## src/core/ftm_pkg.sv

```systemverilog
// Package for the fan tachometer count monitor channel.
// Assumes an 8-bit register port with byte addresses as printed.
package ftm_pkg;
  localparam logic [7:0] FTM_CTRL_OFS = 8'h30;
  localparam logic [7:0] FTM_THRESH_OFS = 8'h31;
  localparam logic [7:0] FTM_COUNT_OFS = 8'h32;
  localparam logic [7:0] FTM_THRESH_RST = 8'h00;
  localparam logic [7:0] FTM_COUNT_RST = 8'h00;
  localparam logic [7:0] FTM_CTRL_RST = 8'h00;
  localparam logic [7:0] FTM_COUNT_MAX = 8'hff;
  localparam int FTM_BIT_EN = 7;
  localparam int FTM_BIT_IEN = 6;
  localparam int FTM_CORE_HZ = 250_000_000;
  localparam int FTM_TICK_HZ = 20_000;
  localparam int FTM_TICK_CYC = FTM_CORE_HZ / FTM_TICK_HZ;
  localparam int FTM_PULSES_PER_REV = 2;
  typedef enum logic [1:0] {FTM_IDLE, FTM_ARM, FTM_MEAS, FTM_HOLD} ftm_state_e;
endpackage : ftm_pkg

```

## src/core/ftm_monitor.sv

```systemverilog
// One fan tachometer monitor channel: threshold, count and control.
// Assumes an 8-bit synchronous register port; tach pin is asynchronous.
`timescale 1ns/100ps
`default_nettype none
module ftm_monitor
  import ftm_pkg::*;
#(
  parameter int TICK_CYC = FTM_TICK_CYC
)
(
  // Clock and reset
  input wire logic core_clk,
  input wire logic rst_n,
  // Register port
  input wire logic reg_wr,
  input wire logic reg_rd,
  input wire logic [7:0] reg_addr,
  input wire logic [7:0] reg_wdata,
  output logic [7:0] reg_rdata,
  // Interrupt source register clear from the unit
  input wire logic irq_clear,
  // Tachometer pin
  input wire logic tach_input_pin,
  // Interrupt out
  output logic irq_n,
  output logic [7:0] irq_source_reg
);
  ftm_state_e state_q, state_d;
  logic [7:0] fan_overflow_threshold_q, fan_overflow_threshold_d;
  logic [7:0] fan_current_count_q, fan_current_count_d;
  logic [7:0] cnt_q, cnt_d;
  logic [7:0] ctrl_q, ctrl_d;
  logic [7:0] src_q, src_d;
  logic [7:0] rdata_q, rdata_d;
  logic pend_q, pend_d;
  logic half_q, half_d;
  logic sync1_q, sync2_q, prev_q;
  logic fan_monitor_enable, fan_irq_enable;
  logic [1:0] fan_divisor_select;
  logic tick, edge_seen, rev_done, over;
  logic [7:0] cnt_inc;

  assign fan_monitor_enable = ctrl_q[FTM_BIT_EN];
  assign fan_irq_enable = ctrl_q[FTM_BIT_IEN];
  assign fan_divisor_select = ctrl_q[1:0];

  // Two-stage synchroniser, then rising edge detect on the second stage
  always_ff @(posedge core_clk)
  begin
    if (!rst_n)
    begin
      sync1_q <= 1'b0;
      sync2_q <= 1'b0;
      prev_q <= 1'b0;
    end
    else
    begin
      sync1_q <= tach_input_pin;
      sync2_q <= sync1_q;
      prev_q <= sync2_q;
    end
  end
  assign edge_seen = sync2_q && !prev_q;

  ftm_tick_div #(
    .TICK_CYC(TICK_CYC)
  ) u_div (
    .core_clk(core_clk),
    .rst_n(rst_n),
    .run(fan_monitor_enable && state_q != FTM_IDLE),
    .fan_divisor_select(fan_divisor_select),
    .tick(tick)
  );

  // Two tach pulses make one revolution
  assign rev_done = edge_seen && half_q;
  // Counter plus this cycle's tick, held at all ones so a stall cannot wrap
  assign cnt_inc = (tick && cnt_q != FTM_COUNT_MAX) ? cnt_q + 8'h01 : cnt_q;
  // Strictly above threshold; taken from the counter, not the next-state
  // logic, so the compare never loops back through the publish path
  assign over = (cnt_inc > fan_overflow_threshold_q);

  // Measurement, count publication, interrupt and register next values
  always_comb
  begin
    state_d = state_q;
    cnt_d = cnt_q;
    half_d = half_q;
    fan_current_count_d = fan_current_count_q;
    pend_d = pend_q;
    src_d = src_q;
    ctrl_d = ctrl_q;
    fan_overflow_threshold_d = fan_overflow_threshold_q;
    rdata_d = rdata_q;
    cnt_d = cnt_inc;
    unique case (state_q)
      FTM_IDLE:
      begin
        cnt_d = 8'h00;
        half_d = 1'b0;
        if (fan_monitor_enable)
          state_d = FTM_ARM;
      end
      FTM_ARM:
      begin
        // Wait for a first edge so the first interval is a whole revolution
        cnt_d = 8'h00;
        if (edge_seen)
          state_d = FTM_MEAS;
      end
      FTM_MEAS:
      begin
        if (edge_seen)
          half_d = !half_q;
        if (rev_done)
        begin
          fan_current_count_d = cnt_d;
          cnt_d = 8'h00;
          if (fan_irq_enable && over)
          begin
            pend_d = 1'b1;
            src_d = FTM_CTRL_OFS;
            state_d = FTM_HOLD;
          end
        end
        else if (cnt_d == FTM_COUNT_MAX)
          fan_current_count_d = FTM_COUNT_MAX;
      end
      FTM_HOLD:
      begin
        cnt_d = 8'h00;
        if (!pend_q)
          state_d = FTM_ARM;
      end
    endcase
    // Clearing the interrupt also zeroes the published count
    if (irq_clear && pend_q && !(pend_d && !pend_q))
    begin
      pend_d = 1'b0;
      src_d = 8'h00;
      fan_current_count_d = FTM_COUNT_RST;
      state_d = FTM_ARM;
      cnt_d = 8'h00;
      half_d = 1'b0;
    end
    if (reg_wr && reg_addr == FTM_CTRL_OFS)
      ctrl_d = reg_wdata;
    if (reg_wr && reg_addr == FTM_THRESH_OFS)
      fan_overflow_threshold_d = reg_wdata;
    if (!fan_monitor_enable)
    begin
      state_d = FTM_IDLE;
      fan_current_count_d = FTM_COUNT_RST;
    end
    if (reg_rd)
    begin
      unique case (reg_addr)
        FTM_CTRL_OFS: rdata_d = ctrl_q & 8'hc3;
        FTM_THRESH_OFS: rdata_d = fan_overflow_threshold_q;
        FTM_COUNT_OFS: rdata_d = fan_current_count_q;
        default: rdata_d = 8'h00;
      endcase
    end
  end

  always_ff @(posedge core_clk)
  begin
    if (!rst_n)
    begin
      state_q <= FTM_IDLE;
      cnt_q <= 8'h00;
      half_q <= 1'b0;
      fan_current_count_q <= FTM_COUNT_RST;
      fan_overflow_threshold_q <= FTM_THRESH_RST;
      ctrl_q <= FTM_CTRL_RST;
      pend_q <= 1'b0;
      src_q <= 8'h00;
      rdata_q <= 8'h00;
    end
    else
    begin
      state_q <= state_d;
      cnt_q <= cnt_d;
      half_q <= half_d;
      fan_current_count_q <= fan_current_count_d;
      fan_overflow_threshold_q <= fan_overflow_threshold_d;
      ctrl_q <= ctrl_d;
      pend_q <= pend_d;
      src_q <= src_d;
      rdata_q <= rdata_d;
    end
  end

  assign reg_rdata = rdata_q;
  assign irq_n = !pend_q;
  assign irq_source_reg = src_q;

  chk_count_frozen: assert property (@(posedge core_clk) disable iff (!rst_n)
    state_q == FTM_HOLD && !irq_clear && fan_monitor_enable |=>
    $stable(fan_current_count_q))
    else $error("count changed while interrupt pending");
  chk_clear_zeroes: assert property (@(posedge core_clk) disable iff (!rst_n)
    pend_q && irq_clear |=> fan_current_count_q == 8'h00 && irq_n)
    else $error("clear did not zero count");
  chk_disabled_zero: assert property (@(posedge core_clk) disable iff (!rst_n)
    !fan_monitor_enable |=> fan_current_count_q == 8'h00)
    else $error("count nonzero while disabled");
  chk_irq_source: assert property (@(posedge core_clk) disable iff (!rst_n)
    !irq_n |-> irq_source_reg == FTM_CTRL_OFS)
    else $error("source register wrong while interrupt asserted");
  chk_irq_cause: assert property (@(posedge core_clk) disable iff (!rst_n)
    $fell(irq_n) |-> fan_current_count_q > fan_overflow_threshold_q && fan_irq_enable)
    else $error("interrupt without threshold cause");
  chk_count_sat: assert property (@(posedge core_clk) disable iff (!rst_n)
    cnt_q == FTM_COUNT_MAX && tick && state_q == FTM_MEAS && !rev_done |=> cnt_q == FTM_COUNT_MAX)
    else $error("counter wrapped");
  chk_polled_free: assert property (@(posedge core_clk) disable iff (!rst_n)
    !fan_irq_enable |-> irq_n)
    else $error("interrupt in polled mode");
  chk_no_arm_irq: assert property (@(posedge core_clk) disable iff (!rst_n)
    state_q == FTM_ARM && !pend_q |=> irq_n)
    else $error("interrupt from invalid count");
endmodule : ftm_monitor
`default_nettype wire

```

## src/core/ftm_tick_div.sv

```systemverilog
// Tick divider: 20 kHz base enable, then scaled by 1/2/4/8.
// Assumes a single core clock and synchronous reset.
`timescale 1ns/100ps
`default_nettype none
module ftm_tick_div
  import ftm_pkg::*;
#(
  parameter int TICK_CYC = FTM_TICK_CYC
)
(
  // Clock and reset
  input wire logic core_clk,
  input wire logic rst_n,
  // Control
  input wire logic run,
  input wire logic [1:0] fan_divisor_select,
  // Scaled enable
  output logic tick
);
  logic [15:0] base_q, base_d;
  logic [2:0] pre_q, pre_d;
  logic base_hit;
  logic [2:0] pre_mask;

  // Base counter and prescaler next values
  always_comb
  begin
    base_hit = (base_q == 16'(TICK_CYC - 1));
    pre_mask = 3'((4'h1 << fan_divisor_select) - 4'h1);
    base_d = base_hit ? 16'h0000 : base_q + 16'h0001;
    pre_d = pre_q;
    if (base_hit)
      pre_d = ((pre_q & pre_mask) == pre_mask) ? 3'h0 : pre_q + 3'h1;
    if (!run)
    begin
      base_d = 16'h0000;
      pre_d = 3'h0;
    end
  end

  always_ff @(posedge core_clk)
  begin
    if (!rst_n)
    begin
      base_q <= 16'h0000;
      pre_q <= 3'h0;
    end
    else
    begin
      base_q <= base_d;
      pre_q <= pre_d;
    end
  end

  // Divide by 2^select: tick when low bits of prescaler all set
  assign tick = run && base_hit && ((pre_q & pre_mask) == pre_mask);
endmodule : ftm_tick_div
`default_nettype wire

```

## config.mk

```make
export PLATFORM = sky130hd
export DESIGN_NAME = ftm_monitor
export DESIGN_NICKNAME = d
export VERILOG_FILES = /design/src/core/ftm_pkg.sv /design/src/core/ftm_monitor.sv /design/src/core/ftm_tick_div.sv
export SDC_FILE = /design/constraint.sdc
export NUM_CORES = 1
export LEC_CHECK = 0
export BUFFER_PORTS_ARGS = -buffer_cell sky130_fd_sc_hd__buf_2
export CAP_MARGIN = 20
export CORE_MARGIN = 1.5
export CORE_UTILIZATION = 47
export DETAILED_ROUTE_END_ITERATION = 6
export GPL_TIMING_DRIVEN = 0
export PLACE_DENSITY = 0.65
export SYNTH_ARGS = -nofsm -noshare
export SYNTH_HDL_FRONTEND = slang
export SYNTH_HIERARCHICAL = 1
export SYNTH_SLANG_ARGS = --single-unit
```

## constraint.sdc

```tcl
create_clock -name core_clk -period 4.8 [get_ports core_clk]
set_input_delay 1.44 -clock core_clk [delete_from_list [all_inputs] [get_ports core_clk]]
set_output_delay 1.44 -clock core_clk [all_outputs]
set_load 0.1 [all_outputs]
```

Word-level counts from Yosys, hierarchy flattened:

Cells that the tools add are included.

* add/subtract/negate cells: 4
* multiply operators: 0
* div/mod/pow operators: 0
* $lt $le $gt $ge: 1
* eq/ne operators: 19
* shift operators: 1
* multiplexer cells: 18
* bitwise gates (word level): 4
* reduce and logical (&&, ||, !) cells: 31

Operator list (count)
* $mux W8: 4
* $eq A8 B6 Y1 const B: 3
* $pmux W8 S3: 1
* $add A16 B1 Y16 const B: 1
* $eq A16 B14 Y1 const B: 1
* $pmux W8 S2: 1
* $logic_and A1 B1 Y1: 12
* $ne A3 B3 Y1 const B: 4
* $ne A2 B2 Y1 const B: 5
* $reduce_or A3 Y1: 3
* $add A8 B1 Y8 const B: 1
* $eq A8 B8 Y1 const B: 1
* $gt A8 B8 Y1: 1
* $mux W2: 4
* $ne A8 B8 Y1 const B: 1
* $pmux W2 S4: 1
* $reduce_and A2 Y1: 4
* $reduce_and A4 Y1: 2
* $reduce_bool A2 Y1: 3
* $mux W1: 5
* $eq A2 B2 Y1 const B: 2
* $logic_not A1 Y1: 4
* $add A3 B1 Y3 const B: 1
* $and A3 B3 Y3: 1
* 10 further kinds: 12

* register bits after elaboration: 67
* bits in latches: 0
* memory bits (writable): 0
* memory bits (read-only): 0
* input bits: 22
* output and inout port bits: 17
* memories kept: 0

Depth between registers and ports, before layout:

Gate-level depths: netlist (run 1).

* word-level depth: 17
* gate-level depth with buffers: 17
* mapped depth without buffers: 16

Cells and area by module:

The synthesis (run 1) kept the hierarchy.

Modules (own cells, without submodules)
* ftm_monitor: times used 1, cells each 279, area an instance 2434.8 µm²
* ftm_tick_div: times used 1, cells each 108, area an instance 959.7 µm²

Worst setup path before layout (run 1):

OpenSTA, ideal clock, no wires.

* kind: register to register
* from: register u_div.base_q[0]
* to: register state_q[0]
* library setup time: 0.070 ns
* arrival: 3.756 ns
* data required time: 4.730 ns
* path slack: 0.974 ns
* stages on the path, launching flop included: 18
* buffers on the path: 1
* period minus slack after synthesis: 3.826 ns
* cell sequence: dfxtp_1 -> ha_1 -> buf_2 -> or3b_2 -> nor4_4 -> and3_1 -> nand3_1 -> nor2_1 -> nand4_1 -> mux2i_1 -> inv_1 -> ha_1 -> a21oi_1 -> o21a_1 -> nand2_1 -> o21ai_0 -> mux2_2 -> a21oi_1

* word-level cells in the longest chain between the ends: 15

Ends and longest elaborated chain
* start: declaration: RTL line ftm_tick_div.sv:20 `logic [15:0] base_q, base_d;`
* start signal: assignment: RTL line ftm_tick_div.sv:50 `base_q <= base_d;`
* $eq A16 B14 Y1 (*): RTL line ftm_tick_div.sv:28 `base_hit = (base_q == 16'(TICK_CYC - 1));`
* $logic_and A1 B1 Y1 (*) (2 in a row): RTL line ftm_tick_div.sv:56 `assign tick = run && base_hit && ((pre_q & pre_mask) == pre_mask);`
* named net tick: RTL line ftm_monitor.sv:40 `logic tick, edge_seen, rev_done, over;`
* $logic_and A1 B1 Y1 (*): RTL line ftm_monitor.sv:78 `assign cnt_inc = (tick && cnt_q != FTM_COUNT_MAX) ? cnt_q + 8'h01 : cnt_q;`
* $mux W8 (*): RTL line ftm_monitor.sv:78
* named net cnt_inc[7]: RTL line ftm_monitor.sv:41 `logic [7:0] cnt_inc;`
* $gt A8 B8 Y1 (*): RTL line ftm_monitor.sv:81 `assign over = (cnt_inc > fan_overflow_threshold_q);`
* $logic_and A1 B1 Y1 (*): RTL line ftm_monitor.sv:119 `if (fan_irq_enable && over)`
* $mux W1: RTL line ftm_monitor.sv:119
* $mux W1: RTL line ftm_monitor.sv:115 `if (rev_done)`
* $mux W1: RTL line ftm_monitor.sv:96 `unique case (state_q)`
* $logic_and A1 B1 Y1: RTL line ftm_monitor.sv:137 `if (irq_clear && pend_q && !(pend_d && !pend_q))`
* $logic_not A1 Y1: RTL line ftm_monitor.sv:137
* $logic_and A1 B1 Y1: RTL line ftm_monitor.sv:137
* $ne A3 B3 Y1 (no source line)
* $reduce_and A4 Y1 (no source line)
* end signal: assignment: RTL line ftm_monitor.sv:182 `state_q <= state_d;`
* end: declaration: RTL line ftm_monitor.sv:28 `ftm_state_e state_q, state_d;`

The timed path passes the listed nets; every way through them passes the cells marked *.
A chain may end at the register's enable or synchronous reset.

Worst setup path after layout (run 1):

Same ends and word-level chain as after synthesis.

==> metrics.md, run 1 <==
| Metric | Value |
|---|---|
| Drt wl/cell | 13.5 µm |
| P per Cell Area | approximately 280 nW/µm² |
| Ys Warns | 6 |
| Count of cell types in the netlist | 58 |
| Top reg by flops | u_div/base_q |
| Max reg flops | 16 |
| Post-synth ARST share | 0 |
| Max-Cap Viols | 0 |
| Clk_lat worst skew | around 0.34 ns |
| Synthesized area per cell | 8.77 µm² |
| # IOs | 39 |
| Area Growth Syn to Fin | 15.3% |
| Fmax | 225 MHz |
| Worst Setup Path Type | reg2reg |
| H-tree levels | 3 |
| Die W | about 88 µm |
| Core Region | 6910 µm² |
| Required time worst endpoint | ~5.1 ns |
| Initial antenna violation count | 0 |
| Outcome | completed |
| # rows | 30 |
| Max Slew Vio Count | 0 |
| HPWL Detailed | roughly 5500 µm |
| Final hold violations | 0 |
| Setup TNS | 0 ns |
| Top_reg_cell synth | dfxtp_1 |
| Post-DR vias/cell | ~5.3 |
| Placed Cells | approximately 520 |
| Combinational power share | 0.046 |
| FF-to-FF path depth | 17 |
| Tmin final | between 4 and 5 ns |
| R2R Setup Slk | around 0.35 ns |
| Crit-path max cell delay | 0.49 ns |
| DRT iter0 DRCs | about 130 |
| Internal power | ~0.00086 W |
| Via count | approximately 2.8k |
| Maximum vdd drop | 0.000173 V |
| Ratio of cells with drive above 1 in the final layout | 0.175 |
| Met3 Track Usage GR | 0.0603 |
| Cts bufs inserted | 9 |
| Fin nets | between 400 and 500 |
| Max Clock Skew | roughly 0.0093 ns |
| Clock transition at path regs | roughly 0.06 ns |
| Synthesis-stage register bit count | 63 |
| M1 GR Usage | 0.248 |
| Drc violations | 0 |
| Crit path DAT | about 4.7 ns |
| Final wirelength | between 7000 and 8000 µm |
| TritonCTS clock tree | yes |
| Tcrit/Tclk final | 0.927 |
| Switching power share of the total | 0.212 |
| CP max FO | 8 |
| Buffer count from post-CTS setup fixing | 0 |
| Clock share of power | 0.473 |
| Cell Count, Final, Fillers Out | ~540 |
| Worst-Margin Slew | ~0.55 ns |
| Final GP Congestion | 0.800 |
| CP Cell Sequence | ha_1 -> buf_2 -> or3b_2 -> nor4_4 -> and3_2 -> nand3_1 -> nor2_1 -> nand4_1 -> mux2i_1 -> inv_1 -> ha_1 -> nand4_1 -> o2111ai_1 -> a222oi_1 -> o21ai_1 -> mux2_2 -> a21oi_1 |
| Post-synthesis sequential area ratio | 0.372 |
| Register share of total power | 0.481 |
| Post-Syn Area | 3390 µm² |
| Net switching power | 0.000231 W |
| Worst setup EP type | flop |
| Hold Path Sink | sync2_q |
| Initial Util | 0.491 |
| Slew headroom | 0.630 |
| Global routing's busiest layer | met2 |
| Drt pass-1 iters | 4 |
| CTS Buffer Depth | 2 |
| Global Route Usage Sum | 0.201 |
| DIE AREA | 7740 µm² |
| Leakage | around 1.5 nW |
| Vias in the first global route | 2636 |
| Global route overflow | 0 |
| Worst R2R End | state_q[0] |
| Crit start category | flop |
| Largest net degree at the start of global routing | 11 |
| Clk root buf | clkbuf_8 |
| Hold buffers post-CTS | 0 |
| Post_cts resized | 0 |
| Post-synth EDFFs | 0 |
| Number of diodes | 0 |
| Die height | 88.0 µm |
| Met2 usage | 0.334 |
| Unrepaired setup endpoints after global routing | no |
| Worst R2R Start | u_div/base_q[0] |
| Hold crit path type | reg2reg |
| Post-Synthesis Cells | 387 |
| Hold Path Cell Cnt | 1 |
| Setup violators final | 0 |
| Total clock sinks | 63 |
| Final ANT Viol Nets | 0 |
| First-pass GRT wire length | ~12000 µm |
| Worst Hold Launch | sync1_q |
| Input/output buffers | 31 |
| Slowest cell on crit path | or3b_2 |
synthesized netlist by cell type (all sizes together) (6+ instances only):
cell / number / area (µm²)
nand3: 19 / 100
dfxtp: 63 / 1260
nor2b: 18 / 113
a21oi: 20 / 100
nand4: 15 / 93.8
xor2: 8 / 70.1
xnor2: 6 / 52.6
nand2: 21 / 88.8
and3: 6 / 40.0
and2: 7 / 43.8
buf: 14 / 115
nand2b: 6 / 37.5
mux2i: 23 / 230
nor2: 41 / 154
clkbuf: 6 / 23.8
inv: 34 / 128
ha: 16 / 200
a221oi: 8 / 70.1
power groups by stage:
stage,Sequential (W),Clock (W),Combinational [W]
2_1_floorplan,0.000536,0,0.0000358
3_3_place_gp,0.000536,0,0.0000496
3_5_place_dp,0.000536,0,0.0000500
4_1_cts,0.000524,0.000530,0.0000501
5_1_grt,0.000524,0.000555,0.0000537
6_report,0.000524,0.000516,0.0000502
metrics by stage:
stage	worst slack (ns)	hold WS (ns)	util	power (W)	cell area, µm²
2_1_floorplan	0.974	0.412	-	0.000572	3410
3_3_place_gp	0.368	0.416	0.534	0.000586	3690
3_5_place_dp	0.297	0.427	0.534	0.000586	3690
4_1_cts	0.243	0.443	0.566	0.00110	3910
5_1_grt	0.0454	0.459	0.567	0.00113	3910
6_report	0.350	0.436	0.567	0.00109	3910
worst max path at each step:
stage,start,to,slack [ns],depth (start not counted)
detailed placement,u_div/base_q[0],state_q[0],0.30,17
global placement,u_div/base_q[0],state_q[0],0.37,17
CTS,u_div/base_q[0],state_q[0],0.24,17
global route,u_div/base_q[0],state_q[0],0.05,17
finish,u_div/base_q[0],state_q[0],0.35,17
floorplan,u_div/base_q[0],state_q[0],0.97,17
area by class of cell:
cell class	count	area (µm²)
clock buffer	13	159
sequential	63	1260
buffer	21	149
tap	96	120
clock inverter	3	65.1
fill	656	2990
multi-input combinational	274	1880
inverter	34	128
timing repair buffer	31	155
layer usage:
| metal | wire length, µm | share of wire |
|---|---|---|
| met1 | 3320 | 0.46 |
| met5 | 0 | 0 |
| met4 | 71 | 0.0098 |
| met3 | 317 | 0.044 |
| met2 | 3510 | 0.49 |
layout by cell type (no fill, tap or decap), types with 7 or more instances in the layout:
| cell type | synthesis | final |
|---|---|---|
| buf_4 | 7 | 7 |
| nor2_1 | 41 | 41 |
| clkbuf_1 | 5 | 7 |
| inv_1 | 34 | 34 |
| clkbuf_8 | 0 | 11 |
| nand3_1 | 18 | 18 |
| mux2i_1 | 23 | 23 |
| nor2b_1 | 18 | 18 |
| nand2_1 | 19 | 19 |
| a21oi_1 | 20 | 20 |
| ha_1 | 16 | 16 |
| dfxtp_1 | 63 | 63 |
| a221oi_1 | 8 | 8 |
| nand4_1 | 15 | 15 |
| buf_2 | 4 | 35 |
| xor2_1 | 8 | 8 |
| and2_1 | 7 | 7 |
kinds of logic after synthesis:
logic type	count (synthesis)	synth area share
AOI/OAI and AO/OA	60	0.130
buffers and inverters	55	0.0815
DFF	63	0.372
other	1	0.00110
and+or+nand+nor	154	0.249
muxes	24	0.0711
xor gates and xnor gates	14	0.0361
adders and majority gates	16	0.0590
critical path: cells and delay by family (launching register included):
kind / cells / cell delay, ns
compound gates: 4 / 0.71
fa+ha+maj: 2 / 0.48
buf+inv: 2 / 0.25
flops: 1 / 0.39
mux: 2 / 0.66
simple gates: 7 / 1.88
Power figures use the tool's default switching activity.
==> run 2: changes to the inputs <==
--- a/config.mk
+++ b/config.mk
@@ -5,13 +5,14 @@
 export SDC_FILE = /design/constraint.sdc
 export NUM_CORES = 1
 export LEC_CHECK = 0
+export ABC_AREA = 1
 export BUFFER_PORTS_ARGS = -buffer_cell sky130_fd_sc_hd__buf_2
 export CAP_MARGIN = 20
 export CORE_MARGIN = 1.5
-export CORE_UTILIZATION = 47
+export CORE_UTILIZATION = 50
 export DETAILED_ROUTE_END_ITERATION = 6
 export GPL_TIMING_DRIVEN = 0
-export PLACE_DENSITY = 0.65
+export PLACE_DENSITY = 0.69
 export SYNTH_ARGS = -nofsm -noshare
 export SYNTH_HDL_FRONTEND = slang
 export SYNTH_HIERARCHICAL = 1
==> run 2 against run 1 <==
Net effect: global-route usage grew 2.1 points; final area rose by 4.3%; clock skew grew 0.0024 ns; non-clock buffer count decreased by 6; largest cell class unchanged.
==> metrics.md, run 2 <==
| Metric | Value |
|---|---|
| Crit path DAT | 3.73 ns (-0.99 ns) |
| Worst hold slack | 0.417 ns (-0.0190 ns) |
| Max Clock Skew | 0.0117 ns (+0.00242 ns) |
| Most frequent cells in the layout | 138 x nand2_1, 89 x inv_1, 63 x dfxtp_1 |
| Max reg flops | 16 (unchanged) |
| Largest net degree at the start of global routing | 12 (+1) |
| Hold crit path type | reg2reg |
| Worst setup EP type | flop |
| Met3 Track Usage GR | 0.0405 (-0.0198) |
| DIE AREA | 7700 µm² (-0.58%) |
| M1 GR Usage | 0.315 (+0.0678) |
| Post_cts resized | 0 (unchanged) |
| DRT iter0 DRCs | 164 (+28%) |
| Final Core Density | 0.594 (+0.0275) |
| Max-Cap Viols | 0 (unchanged) |
| Fmax | 286 MHz (+27%) |
| Post-Syn Area | 3590 µm² (+5.8%) |
| P per Cell Area | 254 nW/µm² (-8.7%) |
| Outcome | completed |
| First-pass GRT wire length | 13200 µm (+10%) |
| Crit-path max cell delay | 0.39 ns (-0.10 ns) |
| Worst R2R End | state_q[1] |
| Die height | 87.7 µm (-0.29%) |
| Commonest cells in the netlist | 138 x nand2_1, 89 x inv_1, 63 x dfxtp_1, 56 x nor2_1, 38 x a21oi_1 |
| Crit start category | flop |
| Final GP Congestion | 0.876 (+9.4%) |
| Setup TNS | 0 ns (unchanged) |
| Input/output buffers | 31 (unchanged) |
| CP max FO | 5 (-3) |
| Post-Synthesis Cells | 536 (+39%) |
| Post-synth EDFFs | 0 (unchanged) |
| Worst R2R Start | state_q[0] |
| Worst setup path endpoint | state_q[1] |
| Maximum vdd drop | 0.000175 V (+1.2%) |
| TritonCTS clock tree | yes |
| Area Growth Syn to Fin | 13.7% |
| Share of the synthesized area in the top cell type | 0.351 (-0.0202) |
| Drc violations | 0 (unchanged) |
| Clk root buf | clkbuf_8 |
| Unrepaired setup endpoints after global routing | no |
| # IOs | 39 (unchanged) |
| Most numerous cell in the Yosys netlist | nand2_1 |
| Post-DR vias/cell | 4.87 (-7.4%) |
| Initial antenna violation count | 0 (unchanged) |
| R2R Setup Slk | 1.30 ns (+0.95 ns) |
| Final ANT Viol Nets | 0 (unchanged) |
| Buffer count from post-CTS setup fixing | 0 (unchanged) |
| Synth area leader | dfxtp_1 |
| Tcrit/Tclk final | 0.729 (-0.198) |
| Met2 usage | 0.328 (-0.00694) |
| Commonest non-fill, non-tap cell in the layout | nand2_1 |
| CP Cell Sequence | inv_1 -> ha_1 -> nor2_1 -> inv_1 -> nor2_1 -> inv_1 -> nor2_2 -> nand2_1 -> nand2_1 -> nand2_1 -> nor2_2 -> inv_1 -> ha_1 -> nand2_1 -> nor2_1 -> nand2_1 -> nand2_1 -> nand2_1 -> nand2_1 -> nand2_1 -> o21ai_0 -> a21oi_1 |
| Fin nets | 621 (+32%) |
| FF-to-FF path depth | 22 (+5) |
| Drt wl/cell | 11.4 µm (-15%) |
| Max Slew Vio Count | 0 (unchanged) |
| Global routing's busiest layer | met2 |
| Global Route Usage Sum | 0.222 (+0.0210) |
| CTS Buffer Depth | 2 (unchanged) |
| Crit. path cell count | 22 (+5) |
| Most frequent CP cell | nand2_1 |
| Synthesized area per cell | 6.70 µm² (-24%) |
| Top_reg_cell synth | dfxtp_1 |
| Worst Setup Path Type | reg2reg |
| Clock transition at path regs | 0.07 ns (about the same) |
| Die W | 87.7 µm (-0.29%) |
| Hold buffers post-CTS | 0 (unchanged) |
| Cts bufs inserted | 9 (unchanged) |
| Number of diodes | 0 (unchanged) |
| Global route overflow | 0 (unchanged) |
| Synthesis-stage register bit count | 63 (unchanged) |
| Required time worst endpoint | 5.03 ns (-0.04 ns) |
| Initial Util | 0.523 (+0.0311) |
| Ys Warns | 6 (unchanged) |
| Top reg by flops | u_div/base_q |
| Filler Cells Inserted | 679 (+3.5%) |
| Vias in the first global route | 2862 (+8.6%) |
| Slowest cell on crit path | dfxtp_1 |
| Leakage | 1.76 nW (+14%) |
| Ranking of synthesized cells by area | dfxtp_1 35%, nand2_1 14%, inv_1 9.3% |
| HPWL Detailed | 6110 µm (+12%) |
| Post-synth ARST share | 0 (unchanged) |
| Clk_lat worst skew | 0.34 ns (about the same) |
| Drt pass-1 iters | 5 (+1) |
| Setup violators final | 0 (unchanged) |
| Via count | 3329 (+18%) |
| CP delay by family, top | simple AND/OR/NAND/NOR gates |
| # rows | 30 (unchanged) |
| Post-synthesis sequential area ratio | 0.351 (-0.0202) |
| H-tree levels | 3 (unchanged) |
| Final wirelength | 7830 µm (+8.5%) |
| Final hold violations | 0 (unchanged) |
| Total clock sinks | 63 (unchanged) |
| WP buf/inv | 4 (+2) |
| Critical path startpoint | state_q[0] |
| Core Region | 6870 µm² (-0.54%) |
| Ratio of cells with drive above 1 in the final layout | 0.158 (-0.0172) |
| Count of cell types in the netlist | 37 (-36%) |
| Tmin final | 3.50 ns (-0.949 ns) |
-- run 2: cell types whose count changed after synthesis, sizes merged, moves of 7 or more --
cell,delta
nand3,+17
xor2,-7
inv,+56
and2,-7
nand2,+127
nor2b,-18
a21oi,+25
a221oi,-8
nor2,+28
o21ai,+14
mux2i,-23
nand4,-11
-- run 2: metal layers --
metal	part of all wire	vias to the layer above
met5	0	-
met4	0.019	0
met3	0.047	12
met2	0.43	81
met1	0.51	1486
li1	-	1750
-- run 2: area by class of cell --
type	instances	area [µm²]	area share
plain buffers	15	111	0.0273
clock buffers	10	138	0.0337
clock inverters	6	60.1	0.0147
inverters	93	350	0.0858
multi-input cells	370	1890	0.462
flip-flops and latches	63	1260	0.309
well taps	96	120	0.0294
repair buffers	31	155	0.0380
-- run 2: worst register-to-register path: stages, from the launching register on --
cell and delay (ns):
dfxtp_1 0.39, inv_1 0.09, ha_1 0.25, nor2_1 0.24, inv_1 0.07, nor2_1 0.36
inv_1 0.13, nor2_2 0.22, nand2_1 0.07, nand2_1 0.06, nand2_1 0.06, nor2_2 0.16
inv_1 0.12, ha_1 0.32, nand2_1 0.07, nor2_1 0.14, nand2_1 0.07, nand2_1 0.10
nand2_1 0.06, nand2_1 0.10, nand2_1 0.08, o21ai_0 0.18, a21oi_1 0.06
-- run 2: report_power, final --
part	total, W	leakage (nW)	internal (W)	switching (W)
registers	0.000524	0.508	0.000524	0.000000524
logic	0.0000476	1.15	0.0000124	0.0000352
clock network	0.000466	0.0981	0.000251	0.000215
-- run 2: kinds of logic after synthesis --
logic type,synth area share
compound gates,0.118
simple gates,0.336
fa+ha+maj,0.0558
other cells,0.00104
xor+xnor,0.00941
buf+inv,0.129
flops,0.351
-- run 2: worst min-delay path by stage --
stage	from	to	slack (ns)	depth (start not counted)
final	sync1_q	sync2_q	0.42	2
after global routing	sync1_q	sync2_q	0.46	2
after CTS	sync1_q	sync2_q	0.43	2
after detailed placement	sync1_q	sync2_q	0.41	2
after global placement	sync1_q	sync2_q	0.40	2
after floorplan	sync1_q	sync2_q	0.39	2
-- run 2: stage by stage --
stage / std cells / instance area [µm²] / power, W / worst slack, ns
floorplan: 541 / 3610 / 0.000570 / 1.86
global placement: 668 / 3880 / 0.000583 / 1.42
detailed placement: 668 / 3880 / 0.000583 / 1.33
CTS: 684 / 4080 / 0.00104 / 1.33
global route: 684 / 4080 / 0.00107 / 1.00
finish: 684 / 4080 / 0.00104 / 1.30
==> run 3: changes to the inputs <==
==> constraint.sdc (replaced) <==
create_clock -name core_clk -period 3.6 [get_ports core_clk]
set_input_delay 1.08 -clock core_clk [delete_from_list [all_inputs] [get_ports core_clk]]
set_output_delay 1.08 -clock core_clk [all_outputs]
set_load 0.1 [all_outputs]
==> run 3 against run 2 <==
Net effect: worst setup slack lost 1.0 ns; clock power is 33% higher; critical endpoint unchanged; worst hold slack is essentially flat; combinational power grew 33%.
==> metrics.md, run 3 (same netlist as run 2, synthesis figures left out) <==
| Metric | Value |
|---|---|
| Core Region | 6870 µm² (unchanged) |
| Cts bufs inserted | 9 (unchanged) |
| Drt wl/cell | 11.5 µm (+0.52%) |
| Die W | 87.7 µm (unchanged) |
| Worst R2R End | state_q[1] |
| Tcrit/Tclk final | 0.922 (+0.192) |
| H-tree levels | 3 (unchanged) |
| Slowest cell on crit path | dfxtp_1 |
| CP Cell Sequence | inv_1 -> ha_1 -> nor2_1 -> inv_1 -> nor2_4 -> inv_1 -> nor2_4 -> nand2_1 -> nand2_1 -> nand2_1 -> nor2_2 -> inv_1 -> ha_1 -> nand2_1 -> nor2_1 -> nand2_1 -> nand2_1 -> nand2_1 -> nand2_1 -> nand2_1 -> o21ai_0 -> a21oi_1 |
| Leakage | 1.76 nW (about the same) |
| Final GP Congestion | 0.876 (unchanged) |
| Hold Path Cell Cnt | 2 (unchanged) |
| FF-to-FF path depth | 22 (unchanged) |
| HPWL Detailed | 6110 µm (unchanged) |
| Clk root buf | clkbuf_8 |
| Most frequent CP cell | nand2_1 |
| Crit path DAT | 3.55 ns (-0.18 ns) |
| Input/output buffers | 31 (unchanged) |
| Maximum vdd drop | 0.000233 V (+33%) |
| CTS Buffer Depth | 2 (unchanged) |
| Fin worst setup slack | 0.282 ns (-1.02 ns) |
| Required time worst endpoint | 3.83 ns (-1.20 ns) |
| Setup violators final | 0 (unchanged) |
| Filler Cells Inserted | 678 (-0.15%) |
| Max-Cap Viols | 0 (unchanged) |
| CP delay by family, top | simple AND/OR/NAND/NOR gates |
| Tmin final | 3.32 ns (-0.183 ns) |
| Hold buffers post-CTS | 0 (unchanged) |
| Clock transition at path regs | 0.07 ns (about the same) |
| TritonCTS clock tree | yes |
| Max Clock Skew | 0.0122 ns (+0.000536 ns) |
| Clk_lat worst skew | 0.34 ns (about the same) |
| Final ANT Viol Nets | 0 (unchanged) |
| Unrepaired setup endpoints after global routing | no |
| First-pass GRT wire length | 13200 µm (unchanged) |
| Max Slew Vio Count | 0 (unchanged) |
| Worst Hold Launch | sync1_q |
| Initial Util | 0.523 (unchanged) |
| DRT iter0 DRCs | 163 (-0.61%) |
| Worst Setup Path Type | reg2reg |
| Top reg by flops | u_div/base_q |
| Post-place setup slack | 0.135 ns (-1.20 ns) |
| Die height | 87.7 µm (unchanged) |
| Area Growth Syn to Fin | 14.0% |
| Max reg flops | 16 (unchanged) |
| Post_cts resized | 0 (unchanged) |
| Worst R2R Start | state_q[0] |
| Hold crit path type | reg2reg |
| Setup TNS | 0 ns (unchanged) |
| Drc violations | 0 (unchanged) |
| Global route overflow | 0 (unchanged) |
| Hold Path Sink | sync2_q |
| Global Route Usage Sum | 0.222 (unchanged) |
| Initial antenna violation count | 0 (unchanged) |
| Final wirelength | 7870 µm (+0.52%) |
| Ratio of cells with drive above 1 in the final layout | 0.160 (+0.00170) |
| Total clock sinks | 63 (unchanged) |
| Crit-path max cell delay | 0.39 ns (about the same) |
| CP max FO | 5 (unchanged) |
| Crit start category | flop |
| R2R Setup Slk | 0.28 ns (-1.02 ns) |
| Largest net degree at the start of global routing | 12 (unchanged) |
| # rows | 30 (unchanged) |
| Buffer count from post-CTS setup fixing | 0 (unchanged) |
| Number of diodes | 0 (unchanged) |
| Post-DR vias/cell | 4.90 (+0.66%) |
| P per Cell Area | 338 nW/µm² (+33%) |
| Commonest non-fill, non-tap cell in the layout | nand2_1 |
| Final hold violations | 0 (unchanged) |
| WP buf/inv | 4 (unchanged) |
| Most frequent cells in the layout | 138 x nand2_1, 89 x inv_1, 63 x dfxtp_1 |
| Worst setup EP type | flop |
| Fmax | 301 MHz (+5.5%) |
| Via count | 3351 (+0.66%) |
| # IOs | 39 (unchanged) |
| DIE AREA | 7700 µm² (unchanged) |
| Drt pass-1 iters | 5 (unchanged) |
| Vias in the first global route | 2862 (unchanged) |
| Outcome | completed |
| Fin nets | 621 (unchanged) |
==> run 3: layout make-up <==
| type | instances | area (µm²) | area share |
|---|---|---|---|
| multi-input cells | 370 | 1900 | 0.464 |
| flip-flops and latches | 63 | 1260 | 0.308 |
| inverters | 93 | 350 | 0.0856 |
| repair buffers | 31 | 155 | 0.0379 |
| clock buffers | 10 | 138 | 0.0336 |
| well taps | 96 | 120 | 0.0293 |
| plain buffers | 15 | 111 | 0.0272 |
| clock inverters | 6 | 60.1 | 0.0147 |
==> run 3: through the flow <==
| stage | cells | instance area (µm²) | total power (W) | hold slack (ns) | util |
|---|---|---|---|---|---|
| 6_report | 684 | 4090 | 0.00138 | 0.417 | 0.596 |
| 4_1_cts | 684 | 4080 | 0.00139 | 0.427 | 0.594 |
| 3_3_place_gp | 668 | 3880 | 0.000777 | 0.395 | 0.565 |
| 5_1_grt | 684 | 4090 | 0.00143 | 0.456 | 0.596 |
| 3_5_place_dp | 668 | 3880 | 0.000778 | 0.406 | 0.565 |
| 2_1_floorplan | 541 | 3610 | 0.000761 | 0.390 | - |
==> run 3: worst max-delay path by stage <==
stage	start	end	slack, ns	cells after the start
6_report	state_q[0]	state_q[1]	0.28	22
5_1_grt	u_div/base_q[0]	state_q[1]	0.03	24
3_3_place_gp	u_div/base_q[0]	state_q[1]	0.22	24
2_1_floorplan	u_div/base_q[0]	state_q[1]	0.66	24
3_5_place_dp	u_div/base_q[0]	state_q[1]	0.13	24
4_1_cts	state_q[0]	state_q[1]	0.13	22
==> run 3: tightest hold or removal path: cells and delay by family, from the launching register on <==
kind / cells / cell delay (ns)
and+or+nand+nor: 1 / 0.05
buffers and inverters: 1 / 0.04
DFF: 1 / 0.31
==> run 3: power breakdown <==
group	internal [W]	switching [W]	total, W
Clock	0.000335	0.000285	0.000619
Combinational	0.0000165	0.0000470	0.0000635
Sequential	0.000698	0.000000698	0.000699
==> run 3: metal layers <==
layer	track usage	part of all wire	wire, µm
met1	0.315	0.50	3960
met5	0	0	0
met2	0.328	0.43	3370
met4	0.0952	0.019	147
met3	0.0405	0.050	394
